--- config.mk ---
export PLATFORM = sky130hd
export DESIGN_NAME = tclr_regs
export DESIGN_NICKNAME = d
export VERILOG_FILES = /design/src/include/tclr_pkg.sv /design/src/core/tclr_regs.sv
export SDC_FILE = /design/constraint.sdc
export NUM_CORES = 1
export LEC_CHECK = 0
export BUFFER_PORTS_ARGS = -buffer_cell sky130_fd_sc_hd__buf_2
export CAP_MARGIN = 20
export CORE_MARGIN = 2
export CORE_UTILIZATION = 60
export DETAILED_ROUTE_END_ITERATION = 7
export PLACE_DENSITY = 0.91
export SLEW_MARGIN = 10
export SYNTH_ARGS = -nofsm -noshare
export SYNTH_HDL_FRONTEND = slang
export SYNTH_SLANG_ARGS = --single-unit
--- constraint.sdc ---
create_clock -name core_clk_i -period 10.4 [get_ports core_clk_i]
set_clock_uncertainty 0.15 [all_clocks]
set_input_delay 1.04 -clock core_clk_i [delete_from_list [all_inputs] [get_ports core_clk_i]]
set_output_delay 1.04 -clock core_clk_i [all_outputs]
set_load 0.02 [all_outputs]
--- src/include/tclr_pkg.sv ---
// Package for the touch calibration, LED duty and channel readback register group.
// Assumes an 8-bit register address space reached by the serial-link register engine.
package tclr_pkg;
  // Register byte addresses
  localparam logic [7:0] ADDR_BS_CAL_SPEED = 8'h42;
  localparam logic [7:0] ADDR_LED_DUTY_12 = 8'h43;
  localparam logic [7:0] ADDR_LED_DUTY_34 = 8'h44;
  localparam logic [7:0] ADDR_LED_DUTY_56 = 8'h45;
  localparam logic [7:0] ADDR_LED_DUTY_78 = 8'h46;
  localparam logic [7:0] ADDR_OUT_FUNC_SEL = 8'h4f;
  localparam logic [7:0] ADDR_RD_CH_HIGH_A = 8'h50;
  localparam logic [7:0] ADDR_RD_CH_LOW_A = 8'h51;
  localparam logic [7:0] ADDR_LEVEL_UPPER = 8'h52;
  localparam logic [7:0] ADDR_LEVEL_MIDDLE = 8'h53;
  localparam logic [7:0] ADDR_LEVEL_LOWER = 8'h54;
  localparam logic [7:0] ADDR_RD_CH_HIGH_B = 8'h56;
  localparam logic [7:0] ADDR_RD_CH_LOW_B = 8'h57;

  // Field positions inside the calibration speed register
  localparam int SENSE_FALL_LSB = 0;
  localparam int SENSE_RISE_LSB = 2;
  localparam int REF_FALL_LSB = 4;
  localparam int REF_RISE_LSB = 6;

  // Values after reset
  localparam logic [1:0] CAL_FALL_RST = 2'h2;
  localparam logic [1:0] CAL_RISE_RST = 2'h1;
  localparam logic [3:0] LED_DUTY_RST = 4'h0;
  localparam logic [7:0] OUT_FUNC_RST = 8'h00;

  // Calibration rate encodings
  typedef enum logic [1:0] {
    TCLR_RATE_FASTEST = 2'b00,
    TCLR_RATE_FAST = 2'b01,
    TCLR_RATE_NORMAL = 2'b10,
    TCLR_RATE_SLOW = 2'b11
  } tclr_rate_e;

  // Channel codes from the sensing engine: 0 is the noise reference, 1..8 the touch inputs
  localparam logic [3:0] CH_NOISE_REF = 4'h0;
  localparam logic [3:0] CH_LAST = 4'h8;

  // LED PWM timing: core cycles per slot, and slots per period
  localparam logic [7:0] PWM_SLOT_CYCLES = 8'h80;
  localparam logic [4:0] PWM_SLOTS = 5'h11;

  localparam int NUM_PORTS = 8;
  localparam int LEVEL_W = 26;
endpackage : tclr_pkg

--- src/core/tclr_regs.sv ---
// Touch calibration speed, LED duty, output function and channel readback registers.
// Assumes a register engine behind the serial link gives byte address, write and read strobes,
// and the sensing engine gives the channel under readout with its touch level.
// Reset is asynchronous and active high; all outputs come from registers.
// The drive pins are open drain: the enable pulls low, the value is never high.
`timescale 1ns/10ps
module tclr_regs (
  input wire logic core_clk_i,
  input wire logic sys_rst_i,
  input wire logic [7:0] reg_addr_i,
  input wire logic reg_wr_i,
  input wire logic [7:0] reg_wdata_i,
  input wire logic reg_rd_i,
  output logic [7:0] reg_rdata_o,
  output logic reg_rvalid_o,
  input wire logic secondary_calibration_mode_i,
  input wire logic [tclr_pkg::NUM_PORTS-1:0] touch_result_i,
  input wire logic sample_valid_i,
  input wire logic [3:0] sample_channel_i,
  input wire logic [tclr_pkg::LEVEL_W-1:0] sample_level_i,
  output logic cal_rates_active_o,
  output logic [1:0] sense_cal_rate_falling_o,
  output logic [1:0] sense_cal_rate_rising_o,
  output logic [1:0] noise_ref_cal_rate_falling_o,
  output logic [1:0] noise_ref_cal_rate_rising_o,
  output logic [tclr_pkg::NUM_PORTS-1:0] drive_output_port_o,
  output logic [tclr_pkg::NUM_PORTS-1:0] drive_output_port_oe_o
);
  import tclr_pkg::*;

  // Host-writable state
  logic [7:0] cal_speed_reg;
  logic [7:0] cal_speed_next;
  logic [31:0] led_duty_reg;
  logic [31:0] led_duty_next;
  logic [7:0] out_func_reg;
  logic [7:0] out_func_next;
  // Captured readback snapshot, indication and level loaded by one strobe
  logic [7:0] ind_high_reg;
  logic [7:0] ind_high_next;
  logic [1:0] ind_low_reg;
  logic [1:0] ind_low_next;
  logic [23:0] level_reg;
  logic [23:0] level_next;
  logic sample_take;
  // Read port
  logic [7:0] rdata_reg;
  logic [7:0] rdata_next;
  logic rvalid_reg;
  logic rvalid_next;
  // Calibration outputs
  logic [7:0] cal_out_reg;
  logic [7:0] cal_out_next;
  logic cal_act_reg;
  logic cal_act_next;
  // PWM timing
  logic [7:0] slot_cnt_reg;
  logic [7:0] slot_cnt_next;
  logic [4:0] phase_reg;
  logic [4:0] phase_next;
  logic slot_tick;
  logic [NUM_PORTS-1:0] pwm_low;
  logic [NUM_PORTS-1:0] oe_reg;
  logic [NUM_PORTS-1:0] oe_next;
  // Pin value register; open drain, so it only ever holds low
  logic [NUM_PORTS-1:0] pin_val_reg;
  logic [NUM_PORTS-1:0] pin_val_next;

  // Host writes; read-only addresses fall through unchanged
  // A write to a read-only or unmapped address leaves every register as it was
  always_comb begin
    cal_speed_next = cal_speed_reg;
    led_duty_next = led_duty_reg;
    out_func_next = out_func_reg;
    if (reg_wr_i) begin
      unique case (reg_addr_i)
        ADDR_BS_CAL_SPEED: cal_speed_next = reg_wdata_i;
        ADDR_LED_DUTY_12: led_duty_next[7:0] = reg_wdata_i;
        ADDR_LED_DUTY_34: led_duty_next[15:8] = reg_wdata_i;
        ADDR_LED_DUTY_56: led_duty_next[23:16] = reg_wdata_i;
        ADDR_LED_DUTY_78: led_duty_next[31:24] = reg_wdata_i;
        ADDR_OUT_FUNC_SEL: out_func_next = reg_wdata_i;
        default: ;
      endcase
    end
  end

  // Host register storage with reset values
  always_ff @(posedge core_clk_i or posedge sys_rst_i) begin
    if (sys_rst_i) begin
      cal_speed_reg <= {CAL_RISE_RST, CAL_FALL_RST, CAL_RISE_RST, CAL_FALL_RST};
      led_duty_reg <= {8{LED_DUTY_RST}};
      out_func_reg <= OUT_FUNC_RST;
    end else begin
      cal_speed_reg <= cal_speed_next;
      led_duty_reg <= led_duty_next;
      out_func_reg <= out_func_next;
    end
  end

  // Calibration rates handed to the engine, flagged active only in secondary mode
  // Rates always follow the register; the engine applies them only while the flag is high
  always_comb begin
    cal_out_next = cal_speed_reg;
    cal_act_next = secondary_calibration_mode_i;
  end

  // Rate copy and mode flag, one cycle behind their sources
  always_ff @(posedge core_clk_i or posedge sys_rst_i) begin
    if (sys_rst_i) begin
      cal_out_reg <= {CAL_RISE_RST, CAL_FALL_RST, CAL_RISE_RST, CAL_FALL_RST};
      cal_act_reg <= 1'b0;
    end else begin
      cal_out_reg <= cal_out_next;
      cal_act_reg <= cal_act_next;
    end
  end

  // Rate fields sliced from the registered copy
  assign sense_cal_rate_falling_o = cal_out_reg[SENSE_FALL_LSB +: 2];
  assign sense_cal_rate_rising_o = cal_out_reg[SENSE_RISE_LSB +: 2];
  assign noise_ref_cal_rate_falling_o = cal_out_reg[REF_FALL_LSB +: 2];
  assign noise_ref_cal_rate_rising_o = cal_out_reg[REF_RISE_LSB +: 2];
  assign cal_rates_active_o = cal_act_reg;

  // One strobe loads channel and level together so the bytes always agree
  assign sample_take = sample_valid_i && (sample_channel_i <= CH_LAST);

  // Channel indication, one-hot over noise reference and touch inputs
  always_comb begin
    ind_high_next = ind_high_reg;
    ind_low_next = ind_low_reg;
    if (sample_take) begin
      ind_high_next = 8'h00;
      ind_low_next = 2'h0;
      if (sample_channel_i == CH_NOISE_REF) begin
        ind_high_next = 8'h02;
      end else if (sample_channel_i <= 4'h6) begin
        ind_high_next = 8'(8'h02 << sample_channel_i);
      end else begin
        ind_low_next = (sample_channel_i == 4'h7) ? 2'h1 : 2'h2;
      end
    end
  end

  // Indication registers, cleared by reset
  always_ff @(posedge core_clk_i or posedge sys_rst_i) begin
    if (sys_rst_i) begin
      ind_high_reg <= 8'h00;
      ind_low_reg <= 2'h0;
    end else begin
      ind_high_reg <= ind_high_next;
      ind_low_reg <= ind_low_next;
    end
  end

  // Level snapshot; the two lowest bits of the level are dropped
  always_comb begin
    level_next = level_reg;
    if (sample_take) begin
      level_next = sample_level_i[LEVEL_W-1:2];
    end
  end

  // Level register, cleared by reset
  always_ff @(posedge core_clk_i or posedge sys_rst_i) begin
    if (sys_rst_i) begin
      level_reg <= 24'h000000;
    end else begin
      level_reg <= level_next;
    end
  end

  // Read mux, answered one cycle after the strobe; unmapped reads give zero
  always_comb begin
    rvalid_next = reg_rd_i;
    rdata_next = rdata_reg;
    if (reg_rd_i) begin
      unique case (reg_addr_i)
        ADDR_BS_CAL_SPEED: rdata_next = cal_speed_reg;
        ADDR_LED_DUTY_12: rdata_next = led_duty_reg[7:0];
        ADDR_LED_DUTY_34: rdata_next = led_duty_reg[15:8];
        ADDR_LED_DUTY_56: rdata_next = led_duty_reg[23:16];
        ADDR_LED_DUTY_78: rdata_next = led_duty_reg[31:24];
        ADDR_OUT_FUNC_SEL: rdata_next = out_func_reg;
        ADDR_RD_CH_HIGH_A: rdata_next = ind_high_reg;
        ADDR_RD_CH_LOW_A: rdata_next = {6'h00, ind_low_reg};
        ADDR_LEVEL_UPPER: rdata_next = level_reg[23:16];
        ADDR_LEVEL_MIDDLE: rdata_next = level_reg[15:8];
        ADDR_LEVEL_LOWER: rdata_next = level_reg[7:0];
        ADDR_RD_CH_HIGH_B: rdata_next = ind_high_reg;
        ADDR_RD_CH_LOW_B: rdata_next = {6'h00, ind_low_reg};
        default: rdata_next = 8'h00;
      endcase
    end
  end

  // Read answer registers; data holds until the next read
  always_ff @(posedge core_clk_i or posedge sys_rst_i) begin
    if (sys_rst_i) begin
      rdata_reg <= 8'h00;
      rvalid_reg <= 1'b0;
    end else begin
      rdata_reg <= rdata_next;
      rvalid_reg <= rvalid_next;
    end
  end

  // Read port outputs
  assign reg_rdata_o = rdata_reg;
  assign reg_rvalid_o = rvalid_reg;

  // Slot divider: one-cycle tick every PWM_SLOT_CYCLES core cycles
  assign slot_tick = (slot_cnt_reg == PWM_SLOT_CYCLES - 8'h01);

  always_comb begin
    slot_cnt_next = slot_tick ? 8'h00 : slot_cnt_reg + 8'h01;
  end

  // Slot counter register
  always_ff @(posedge core_clk_i or posedge sys_rst_i) begin
    if (sys_rst_i) begin
      slot_cnt_reg <= 8'h00;
    end else begin
      slot_cnt_reg <= slot_cnt_next;
    end
  end

  // Period phase shared by all ports, so every port starts its period together
  always_comb begin
    phase_next = phase_reg;
    if (slot_tick) begin
      phase_next = (phase_reg == PWM_SLOTS - 5'h01) ? 5'h00 : phase_reg + 5'h01;
    end
  end

  // Phase register
  always_ff @(posedge core_clk_i or posedge sys_rst_i) begin
    if (sys_rst_i) begin
      phase_reg <= 5'h00;
    end else begin
      phase_reg <= phase_next;
    end
  end

  // Per port: low for duty+1 of 17 slots in LED mode, else follows touch result
  // Code zero still gives one low slot, so the dimmest setting is not fully dark
  genvar gp;
  generate
    for (gp = 0; gp < NUM_PORTS; gp++) begin : g_port
      assign pwm_low[gp] = (phase_reg <= {1'b0, led_duty_reg[gp*4 +: 4]});
    end
  endgenerate

  // Pull-down enable: LED ports follow the low slots, touch ports the touch result
  always_comb begin
    oe_next = (out_func_reg & pwm_low) | (~out_func_reg & touch_result_i);
  end

  // Enable register, released by reset
  always_ff @(posedge core_clk_i or posedge sys_rst_i) begin
    if (sys_rst_i) begin
      oe_reg <= '0;
    end else begin
      oe_reg <= oe_next;
    end
  end

  // Pin value: open drain, never driven high
  always_comb begin
    pin_val_next = '0;
  end

  // Pin value register
  always_ff @(posedge core_clk_i or posedge sys_rst_i) begin
    if (sys_rst_i) begin
      pin_val_reg <= '0;
    end else begin
      pin_val_reg <= pin_val_next;
    end
  end

  // Open-drain pins only ever pull low
  assign drive_output_port_oe_o = oe_reg;
  assign drive_output_port_o = pin_val_reg;
endmodule : tclr_regs

==> run summary, run 1 <==
The layout has just under 700 filler cells. The fraction of layout instances using a drive strength above 1 came out at 0.349. The via density per instance came out at ~6.6. The commonest register cell after synthesis is sky130_fd_sc_hd__dfrtp_1.

The insertion delay to the later sink of the worst-skew pair came out at ~0.53 ns. The destination of the worst register-to-register timing path is drive_output_port_oe_o[3]$_DFF_PP0_. The number of warnings printed during yosys synthesis is 0.

The count of vias placed by the detailed router came out at roughly 5.2k. The first-pass GRT wire length came out at between 20000 and 30000 µm. TritonCTS built the clock tree. The HPWL after detailed placement is about 11000 µm.

The post-synthesis simple-gate area fraction came out at 0.120. The worst slew margin relative to its limit came out at 0.438. Data arrives at the worst endpoint at ~3.0 ns. The count of clock tree sinks came out at 120. The worst-case IR drop observed on VDD is 0.000131 V.

The run finished with clean final reports. The number of top-level design ports came out at 94. The number of violations reported at the end of detailed-routing iteration 0 is roughly 540. Entering global routing, the biggest net connects just under 70 pins. The fraction of the core area covered by cells at the end of the flow is 0.727.

The sequential fraction of the synthesis area came out at 0.469. The final weighted congestion of routability-driven global placement is 0.923. In the layout the commonest cells are sky130_fd_sc_hd__dfrtp_1, sky130_fd_sc_hd__buf_2, sky130_fd_sc_hd__mux2_2, sky130_fd_sc_hd__ha_1, sky130_fd_sc_hd__inv_1. The routed design has about 17000 µm of wire. The horizontal die dimension came out at 108 µm. The area of the die is approximately 0.012 mm². The placed instances occupy a cell area of 0.00686 mm². Once the clock tree was built, the setup fixing pass inserted 0 buffers.

STA classifies the critical path startpoint as an input port. The detail route stage leaves a number of antenna-violating nets equal to 0. In this run the deepest clock path goes through 2 buffers. Synthesis inferred 120 register bits.

The floorplan core area is 0.0104 mm². The number of detailed-routing iterations run before antenna repair came out at 6. After synthesis the cells add up to approximately 0.0064 mm². The setup TNS is 0 ns. The hold buffer count at cts is 0. The H-tree generated during clock tree synthesis spans 4 levels. The share of synthesized area spent on multiplexers is 0.147. The critical path starts at reg_addr_i[0]. The worst register-to-register path begins at phase_reg[1]$_DFFE_PP0N_. The share of flip-flops with an asynchronous set or reset after synthesis is 1.00. The total count of max-transition violations in the final report came out at 0. The multi-input combinational cell area is about 0.0031 mm². The number of antenna violations at the first check in global routing came out at 0.

Setup repair after global routing left no endpoint under its margin. The analysis attributes to cell leakage a power of 3.49 nW. The count of maximum capacitance violations is 0. The final layout contains roughly 740 nets. The transition at the pin with the smallest max-transition slack is between 0.8 and 0.9 ns. Clock-pin slew was measured on the worst setup and hold paths at 0.06 ns. From synthesis to final layout, the design area changed by 17.3%.

The maximum achievable frequency is approximately 360 MHz. The average routed wire per standard cell is ~21 µm. The worst path in the final design needs a cycle of ~2.8 ns, including I/O delays and setup. For this configuration, the core starts out at a cell density of 0.620. STA classifies the critical path endpoint as a register. The ratio of total power to cell area is between 150 and 200 mW/mm². After detailed routing, the number of remaining DRC violations is 0.

The type of the worst setup path is in -> reg. The total of cells resized after clock tree synthesis is 0. Setup violations remaining at the end of the flow were counted as 0. The number of buffers created by CTS came out at 17. The logic depth of the worst register-to-register path came out at 6. The worst hold path belongs to the class reg -> reg. The critical path ends at reg_rdata_o[4]$_DFFE_PP0P_.

For the worst setup path, the data required time is 10.65 ns. Clock tree synthesis selected as its root buffer the cell sky130_fd_sc_hd__clkbuf_8. The largest family of logic cells by synthesized area is multiplexers. Across every metal layer, demand over resource in global routing totals 0.314. The number of different library cells used by synthesis comes to 67. The commonest non-fill, non-tap cell in the layout is sky130_fd_sc_hd__dfrtp_1. After floorplanning, the core was divided into 37 placement rows. The total chip power came out at between 0.001 and 0.0015 W.

The number of flip-flops under the largest register name is 32. The final antenna diode count is 0. The compound-cell area share of the yosys netlist is 0.136. The worst reg-to-reg setup slack is just over 8 ns. The top fanout value on the critical path came out at 32. Dividing the final minimum period by the clock period gives 0.266. The synthesized design contains 0 enable-type register cells. The synthesized-area fraction occupied by adder cells came out at 0.0681. After global routing the overflow that remains totals 0.

The count of buffers inserted at the top-level ports came out at 83. The sequential cell area in the final layout came out at around 0.0030 mm². The number of instances in the synthesized netlist is 561.

The number of hold violations in the final report came out at 0. Dividing the synthesized area by the synthesized cell count gives roughly 11 µm². The die is 108 µm tall. The final design instance area without fill is 0.00754 mm². The post-synthesis share of cell area spent on xor and xnor gates is 0.00818. The via count of the first global-routing pass came out at between 5k and 6k.
## report_power, final
group,internal (W),total (W),switching [W]
combinational,0.0000626,0.000140,0.0000775
clock,0.000480,0.000687,0.000208
sequential,0.000501,0.000525,0.0000243
total,0.00104,0.00135,0.000309
## cells in the mapped netlist (all sizes together), types with 2 or more instances
library cell / count / area share
nand2: 26 / 0.017
a21o: 2 / 0.0023
a31o: 8 / 0.011
and3: 5 / 0.0049
nor3b: 5 / 0.0066
nor2: 21 / 0.013
dfrtp: 112 / 0.44
clkbuf: 4 / 0.0023
a32oi: 7 / 0.0095
a22oi: 5 / 0.0058
a22o: 13 / 0.018
inv: 34 / 0.020
nor2b: 26 / 0.026
o21a: 16 / 0.019
a221oi: 3 / 0.0041
nor3: 4 / 0.0039
ha: 35 / 0.068
o21ai: 23 / 0.018
xor2: 2 / 0.0027
mux2: 81 / 0.14
o2bb2ai: 4 / 0.0055
xnor2: 4 / 0.0055
nand4: 10 / 0.0097
o2111ai: 2 / 0.0037
nand3b: 2 / 0.0023
o22ai: 2 / 0.0019
nor4bb: 2 / 0.0031
dfstp: 8 / 0.033
a211oi: 2 / 0.0023
and2: 3 / 0.0029
o32a: 2 / 0.0031
a21oi: 9 / 0.0070
buf: 27 / 0.028
a221o: 3 / 0.0047
clkinv: 2 / 0.0012
a32o: 3 / 0.0047
nand3: 17 / 0.015
nor4: 4 / 0.0049
a31oi: 7 / 0.0068
## logic make-up after synthesis
kind of cell / count (synthesis)
AOI/OAI and AO/OA: 117
and+or+nand+nor: 132
buffers and inverters: 67
other: 1
xor gates and xnor gates: 6
muxes: 83
adders and majority gates: 35
DFF: 120
## worst min path at each step
stage                           startpoint                  endpoint  slack [ns]  cells past startpoint
3_5_place_dp   cal_out_next[1]$_DFFE_PP1P_  cal_out_reg[1]$_DFF_PP1_        0.22                      0
3_3_place_gp   cal_out_next[5]$_DFFE_PP1P_  cal_out_reg[5]$_DFF_PP1_        0.22                      0
6_report       cal_out_next[6]$_DFFE_PP1P_  cal_out_reg[6]$_DFF_PP1_        0.23                      0
2_1_floorplan  cal_out_next[5]$_DFFE_PP1P_  cal_out_reg[5]$_DFF_PP1_        0.21                      0
4_1_cts        cal_out_next[1]$_DFFE_PP1P_  cal_out_reg[1]$_DFF_PP1_        0.23                      0
5_1_grt        cal_out_next[1]$_DFFE_PP1P_  cal_out_reg[1]$_DFF_PP1_        0.24                      0
## metal layers
layer	wire [µm]	GRT usage	share of wire	up-vias
met1	6610	0.397	0.39	2522
met2	8010	0.484	0.47	372
met4	814	0.190	0.048	0
li1	-	-	-	2215
met5	0	0	0	-
met3	1460	0.0829	0.087	96
## area by class of cell
class,instances,area share
flip-flops and latches,120,0.399
well taps,136,0.0226
multi-input cells,381,0.412
clock inverters,8,0.0285
clock buffers,23,0.0619
inverters,36,0.0182
repair buffers,85,0.0571
## critical path, stage by stage
cell and delay (ns):
sky130_fd_sc_hd__buf_2 0.53, sky130_fd_sc_hd__nor2b_1 0.35, sky130_fd_sc_hd__a22o_1 0.34, sky130_fd_sc_hd__a221o_1 0.35, sky130_fd_sc_hd__a211oi_1 0.28, sky130_fd_sc_hd__o2bb2ai_1 0.10
## metrics by stage
| stage | cells | hold WS, ns | worst slack (ns) |
|---|---|---|---|
| after floorplan | 568 | 0.207 | 6.04 |
| after global placement | 758 | 0.217 | 7.30 |
| after detailed placement | 758 | 0.223 | 7.18 |
| after CTS | 789 | 0.231 | 7.72 |
| after global routing | 789 | 0.238 | 7.58 |
| final | 789 | 0.231 | 7.64 |
No activity file was read; power rests on OpenSTA's default activity.
==> inputs of run 2 (changes only) <==
Settings changed: CORE_UTILIZATION 60 to 58, PLACE_DENSITY 0.91 to 0.89.
Clock period 10.4 ns to 2.6 ns, I/O delays scaled along.
==> run summary, run 2 (synthesis gave the netlist of run 1 again) <==
The count of buffers added by post-CTS timing repair for setup came out at 0. The HPWL after detailed placement came out at approximately 12000 µm. The required time at the endpoint of the critical path came out at a little under 3 ns.

The worst-case IR drop observed on VDD is ~0.00033 V. The sequential cell area in the final layout came out at about 0.003 mm². Gates resized during post-CTS repair numbered 0. Across the run, the number of max-cap violations was 0. For the worst setup path, the data arrival time is approximately 2.6 ns. The count of vias placed by the detailed router came out at ~5.5k.

The maximum root-to-sink buffer count came out at 2. The horizontal die dimension is 109 µm. The total count of max-transition violations in the final report came out at 0. The number of top-level design ports came out at 94. The number of placed cells counting well taps is between 700 and 800. The number of routed nets with antenna violations came out at 0. The aggregate routed wire length came out at around 18000 µm. The run finished, with violations left. The top fanout value on the critical path came out at 11. The number of filler cells placed in the layout is 680.

The area of the die came out at roughly 0.012 mm². The total congestion overflow is 0. The number of nets in the layout is roughly 790. The via count of the first global-routing pass came out at between 5k and 6k. The clock-pin slew of the registers on the worst-case setup and hold paths came out at 0.06 ns. The final weighted congestion of routability-driven global placement is 0.959. Power spread over the standard cell area amounts to between 600 and 700 mW/mm².

The via density per instance came out at 6.42. The number of violations reported at the end of detailed-routing iteration 0 is roughly 570. The number of buffers created by CTS came out at 17.

Setup repair after global routing left no endpoint under its margin. The number of detailed-routing iterations run before antenna repair is 8. In the finished design, the share of the clock period the worst path needs comes to 0.858. For this run, design rule violations remaining after detail routing come to 2. The worst hold path class is in -> reg.

The number of flip-flops under the largest register name came out at 32. The critical path endpoint category is a register. The insertion delay to the later sink of the worst-skew pair came out at ~0.53 ns. The multi-input combinational cell area is 0.00311 mm². The worst slew margin relative to its limit came out at 0.515. The fraction of layout instances using a drive strength above 1 came out at 0.329. STA classifies the critical path startpoint as a register. The final reports fail on DRC. The first-pass GRT wire length is a little under 30000 µm. CTS built an H-tree with a depth of 4. The minimum clock period after layout is between 2 and 2.5 ns.

For this design, the sink count on the clock tree is 120. The final cell count without fillers came out at around 850. The static leakage is between 3 and 4 nW. In this run the vertical extent of the chip is about 110 µm. The hold buffer count at cts came out at 51. The final antenna diode count is 0. The post-synthesis to final-layout area growth came out at 24.7%. The number of hold violations in the final report came out at 0. Entering global routing, the biggest net connects 62 pins.

The number of cell rows came out at 38. The top cell types in the final layout, fill and taps aside, are sky130_fd_sc_hd__dfrtp_1, sky130_fd_sc_hd__buf_2, sky130_fd_sc_hd__mux2_2, sky130_fd_sc_hd__dlygate4sd3_1, sky130_fd_sc_hd__ha_1. TritonCTS built the clock tree. The count of endpoints failing setup in the final report is 0. For this configuration, the core starts out at a cell density of 0.593.

The logic depth of the worst register-to-register path is 6. The critical path is of the reg -> reg type. The setup TNS is 0 ns. The worst reg-to-reg setup slack is 0.37 ns.

For this run, the total global-route usage over all layers was measured as 0.327. The commonest non-fill, non-tap cell in the layout is sky130_fd_sc_hd__dfrtp_1. For the pin with the worst max-slew slack, the measured transition is approximately 0.72 ns. The clock tree root driver cell is sky130_fd_sc_hd__clkbuf_8. The number of antenna violations at the first check in global routing came to 0. The cell depth of the worst hold path came out at 2.

Derived from the worst setup path, the maximum achievable clock frequency is 448 MHz. The floorplan core area came out at about 0.011 mm². The count of buffers inserted at the top-level ports came out at between 80 and 90. The average routed wire per standard cell is roughly 22 µm.
[run 2: final cells by class]
cell class / instances / area share
repair buffers: 140 / 0.123
clock buffers: 24 / 0.0599
multi-input cells: 381 / 0.388
well taps: 140 / 0.0218
flip-flops and latches: 120 / 0.376
clock inverters: 8 / 0.0147
inverters: 36 / 0.0173
[run 2: worst paths after layout]
check                                                 start                                  end
worst max-delay path               phase_reg[1]$_DFFE_PP0N_  drive_output_port_oe_o[6]$_DFF_PP0_
worst min-delay path                         reg_wdata_i[6]          led_duty_reg[6]$_DFFE_PP0P_
worst max register to register     phase_reg[1]$_DFFE_PP0N_  drive_output_port_oe_o[6]$_DFF_PP0_
worst min register to register  cal_out_next[1]$_DFFE_PP1P_             cal_out_reg[1]$_DFF_PP1_
max in group asynchronous                         sys_rst_i         led_duty_reg[22]$_DFFE_PP0P_
min in group asynchronous                         sys_rst_i  drive_output_port_oe_o[2]$_DFF_PP0_
[run 2: per-layer routing]
| layer | up-vias | routed length, µm | share of wire | GRT usage |
|---|---|---|---|---|
| li1 | 2322 | - | - | - |
| met1 | 2644 | 6850 | 0.37 | 0.389 |
| met2 | 369 | 8690 | 0.48 | 0.534 |
| met3 | 115 | 1630 | 0.089 | 0.0873 |
| met4 | 0 | 1110 | 0.061 | 0.194 |
| met5 | - | 0 | 0 | 0 |
[run 2: worst max-delay path: stages (launching register included)]
cell and delay [ns]:
sky130_fd_sc_hd__dfrtp_1 0.65, sky130_fd_sc_hd__ha_1 0.34, sky130_fd_sc_hd__nor2b_1 0.13, sky130_fd_sc_hd__o21a_1 0.17
sky130_fd_sc_hd__o21a_1 0.17, sky130_fd_sc_hd__o21ai_0 0.33, sky130_fd_sc_hd__a31o_2 0.21
[run 2: per-stage QoR]
stage	area [µm²]	total power (W)	setup WS (ns)	hold WS (ns)	util
CTS	8020	0.00512	0.407	0.00233	0.740
floorplan	6460	0.00250	0.727	0.141	-
finish	8020	0.00515	0.370	0.0206	0.740
global placement	6910	0.00264	0.490	0.208	0.637
detailed placement	6910	0.00268	0.441	0.217	0.637
global route	8020	0.00530	0.300	0.0208	0.740
[run 2: power breakdown]
group	internal, W	total, W	switching, W
registers	0.00200	0.00210	0.000102
clock network	0.00156	0.00241	0.000852
logic	0.000309	0.000640	0.000331
total	0.00387	0.00515	0.00129
==> inputs of run 3 (changes only) <==
Settings changed: CORE_UTILIZATION 58 to 59, CTS_BUF_LIST set to sky130_fd_sc_hd__clkbuf_2, PLACE_DENSITY 0.89 to 0.9, TNS_END_PERCENT set to 20.
==> run summary, run 3 (synthesis gave the netlist of run 1 again) <==
The aggregate routed wire length is 17100 µm. The floorplan core area is about 0.011 mm². The switching fraction of total power is 0.279. Data on the critical path arrives at its endpoint at slightly below 3 ns. The part of the cycle the worst path needs came out at 0.911. The top cell types in the final layout, fill and taps aside, are sky130_fd_sc_hd__dfrtp_1, sky130_fd_sc_hd__buf_2, sky130_fd_sc_hd__mux2_2, sky130_fd_sc_hd__dlygate4sd3_1, sky130_fd_sc_hd__ha_1. After routing the design area is roughly 0.008 mm².

The path class of the tightest hold or removal check is in -> reg. Dividing the detail-routed via count by the number of cells gives roughly 6.2. After clock tree synthesis, the setup repair step added 0 buffers. Measured against its own limit, the worst slew margin works out to 0.518. The largest vdd supply drop is about 0.00034 V.

The total congestion overflow is 0. STA classifies the critical path endpoint as a register. CTS placed an instance of sky130_fd_sc_hd__clkbuf_2 at the clock tree root. The count of endpoints failing setup in the final report came out at 0.

The count of buffers inserted at the top-level ports is 83. The number of routed nets with antenna violations came out at 0. The via count of the first global-routing pass is between 5k and 6k. The number of violations reported at the end of detailed-routing iteration 0 is around 480. The signal on the critical path passes through dlygate4sd3_1 -> buf_2 -> nor3b_2 -> dlygate4sd3_1 -> nand2_1 -> dlygate4sd3_1 -> o32a_1 -> o21ai_1.

The number of top-level design ports came out at 94. The tightest hold path in the finished design has a slack of around 0.067 ns. The average routed wire per standard cell is 19.8 µm. The static leakage came out at roughly 3.6 nW.

TritonCTS built the clock tree. The type of the worst setup path is in -> reg. The register share of total power is 0.528. Setup repair after global routing left no endpoint under its margin. The die is approximately 110 µm tall.

The flow ran to the end, and the final reports show no timing, DRC or antenna violations. The count of maximum capacitance violations came out at 0. The internal power summed over all cells came out at ~0.0029 W. The clock passes through at most 2 buffers. Timing analysis after detailed placement gives a worst setup slack of 0.381 ns. The starting utilization of the core area came out at 0.598.

The startpoint class of the critical path is an input port. The post-placement cell area is between 0.006 and 0.007 mm². The setup TNS is 0 ns.

The area of the die is 0.0117 mm². Among all stages on the critical path, the largest delay is contributed by sky130_fd_sc_hd__dlygate4sd3_1. The final weighted congestion of routability-driven global placement came out at 0.958. For the worst setup path, the data required time is 3.12 ns. The total count of max-transition violations in the final report came out at 0. The share of total power dissipated in the clock network is 0.306. Summing all multi-input logic gate instances after layout gives about 0.0031 mm². The most used cell along the critical path is sky130_fd_sc_hd__dlygate4sd3_1.

The insertion delay to the later sink of the worst-skew pair came out at between 0.7 and 0.8 ns. The post-synthesis to final-layout area growth came out at 21.8%. The analysis attributes to net switching a power of between 0.001 and 0.0015 W. The first global-routing pass estimated about 28000 µm of wire. In this run the power density over the cells is 507 mW/mm². In the final layout, the share of cells above drive strength 1 is 0.322. The number of buffers created by CTS came out at 17. The minimum clock period after layout came out at 2.37 ns.

The DRC violations left came out at 0. The number of flip-flops under the largest register name is 32. The total chip power is 0.00397 W. The sequential cell area in the final layout came out at approximately 0.0030 mm². The combinational cell fraction of total power came out at 0.165.

Setup slack closes at about 0.23 ns. The combined global-route utilization of all metal layers is 0.314. Static timing analysis puts the maximum clock frequency at between 400 and 500 MHz. The number of hold violations in the final report is 0. The final antenna diode count came out at 0. The H-tree was split into 4 levels. The pin count of the biggest net entering global routing came out at between 50 and 60. The count of vias placed by the detailed router came out at around 5.3k. The highest cell delay on the worst timing path is a little under 0.7 ns. The number of filler cells placed in the layout is 736. The commonest non-fill, non-tap cell in the layout is sky130_fd_sc_hd__dfrtp_1. The number of antenna violations at the first check in global routing is 0. Clock tree synthesis found a total of 120 sinks. The top fanout value on the critical path is 4. For the pin with the worst max-slew slack, the measured transition is between 0.7 and 0.8 ns. The horizontal die dimension is about 110 µm. After clock tree synthesis, the clock-pin slew on the worst setup and hold paths is between 0.15 and 0.2 ns. Before antenna repair, the detailed router went through 6 iterations. The number of cell rows came out at 38.

The number of nets in the layout is about 810. The HPWL after detailed placement came out at about 12000 µm.
-- run 3: cell type report --
cell class / count / area share
Clock buffer: 20 / 0.0128
Tap cell: 140 / 0.0224
Timing Repair Buffer: 155 / 0.148
Sequential cell: 120 / 0.385
Clock inverter: 12 / 0.0174
Inverter: 36 / 0.0177
Multi-Input combinational cell: 381 / 0.397
-- run 3: metrics by stage --
step | std cells | util
after floorplan | 568 | -
after global placement | 767 | 0.646
after detailed placement | 767 | 0.646
after CTS | 864 | 0.729
after global routing | 864 | 0.729
final | 864 | 0.729
-- run 3: routing by layer --
metal / GRT usage / vias to the layer above / part of all wire
li1: - / 2350 / -
met1: 0.369 / 2632 / 0.39
met2: 0.538 / 301 / 0.51
met3: 0.0844 / 52 / 0.075
met4: 0.141 / 0 / 0.031
met5: 0 / - / 0
-- run 3: critical path, delay by kind of cell --
family                 cells  cell delay (ns)
buffers and inverters      4             1.97
and+or+nand+nor            2             0.36
AOI/OAI and AO/OA          2             0.30
-- run 3: worst paths after layout --
| path | startpoint | endpoint | slack (ns) | cells after the start |
|---|---|---|---|---|
| max reg2reg | ind_high_reg[4]$_DFFE_PP0P_ | ind_high_reg[4]$_DFFE_PP0P_ | 0.37 | 4 |
| min | reg_addr_i[6] | reg_rdata_o[2]$_DFFE_PP0P_ | 0.07 | 5 |
| min reg2reg | cal_out_next[1]$_DFFE_PP1P_ | cal_out_reg[1]$_DFF_PP1_ | 0.24 | 0 |
| max in group asynchronous | sys_rst_i | cal_out_next[2]$_DFFE_PP1P_ | 0.95 | 5 |
| min in group asynchronous | sys_rst_i | drive_output_port_oe_o[0]$_DFF_PP0_ | 0.58 | 4 |
| max | reg_addr_i[5] | reg_rdata_o[3]$_DFFE_PP0P_ | 0.23 | 8 |
-- run 3: power by group through the flow --
| stage | clock network, W | logic, W | registers, W |
|---|---|---|---|
| after floorplan | 0 | 0.000390 | 0.00211 |
| after global placement | 0 | 0.000533 | 0.00212 |
| after detailed placement | 0 | 0.000561 | 0.00213 |
| after CTS | 0.00123 | 0.000645 | 0.00209 |
| after global routing | 0.00133 | 0.000714 | 0.00211 |
| final | 0.00122 | 0.000656 | 0.00210 |
-- run 3: what timing repair did --
item | 4_1_cts | 5_1_grt
resized for setup | 0 | 0
hold buffers | 65 | 0
hold endpoints to repair | 211 | 0
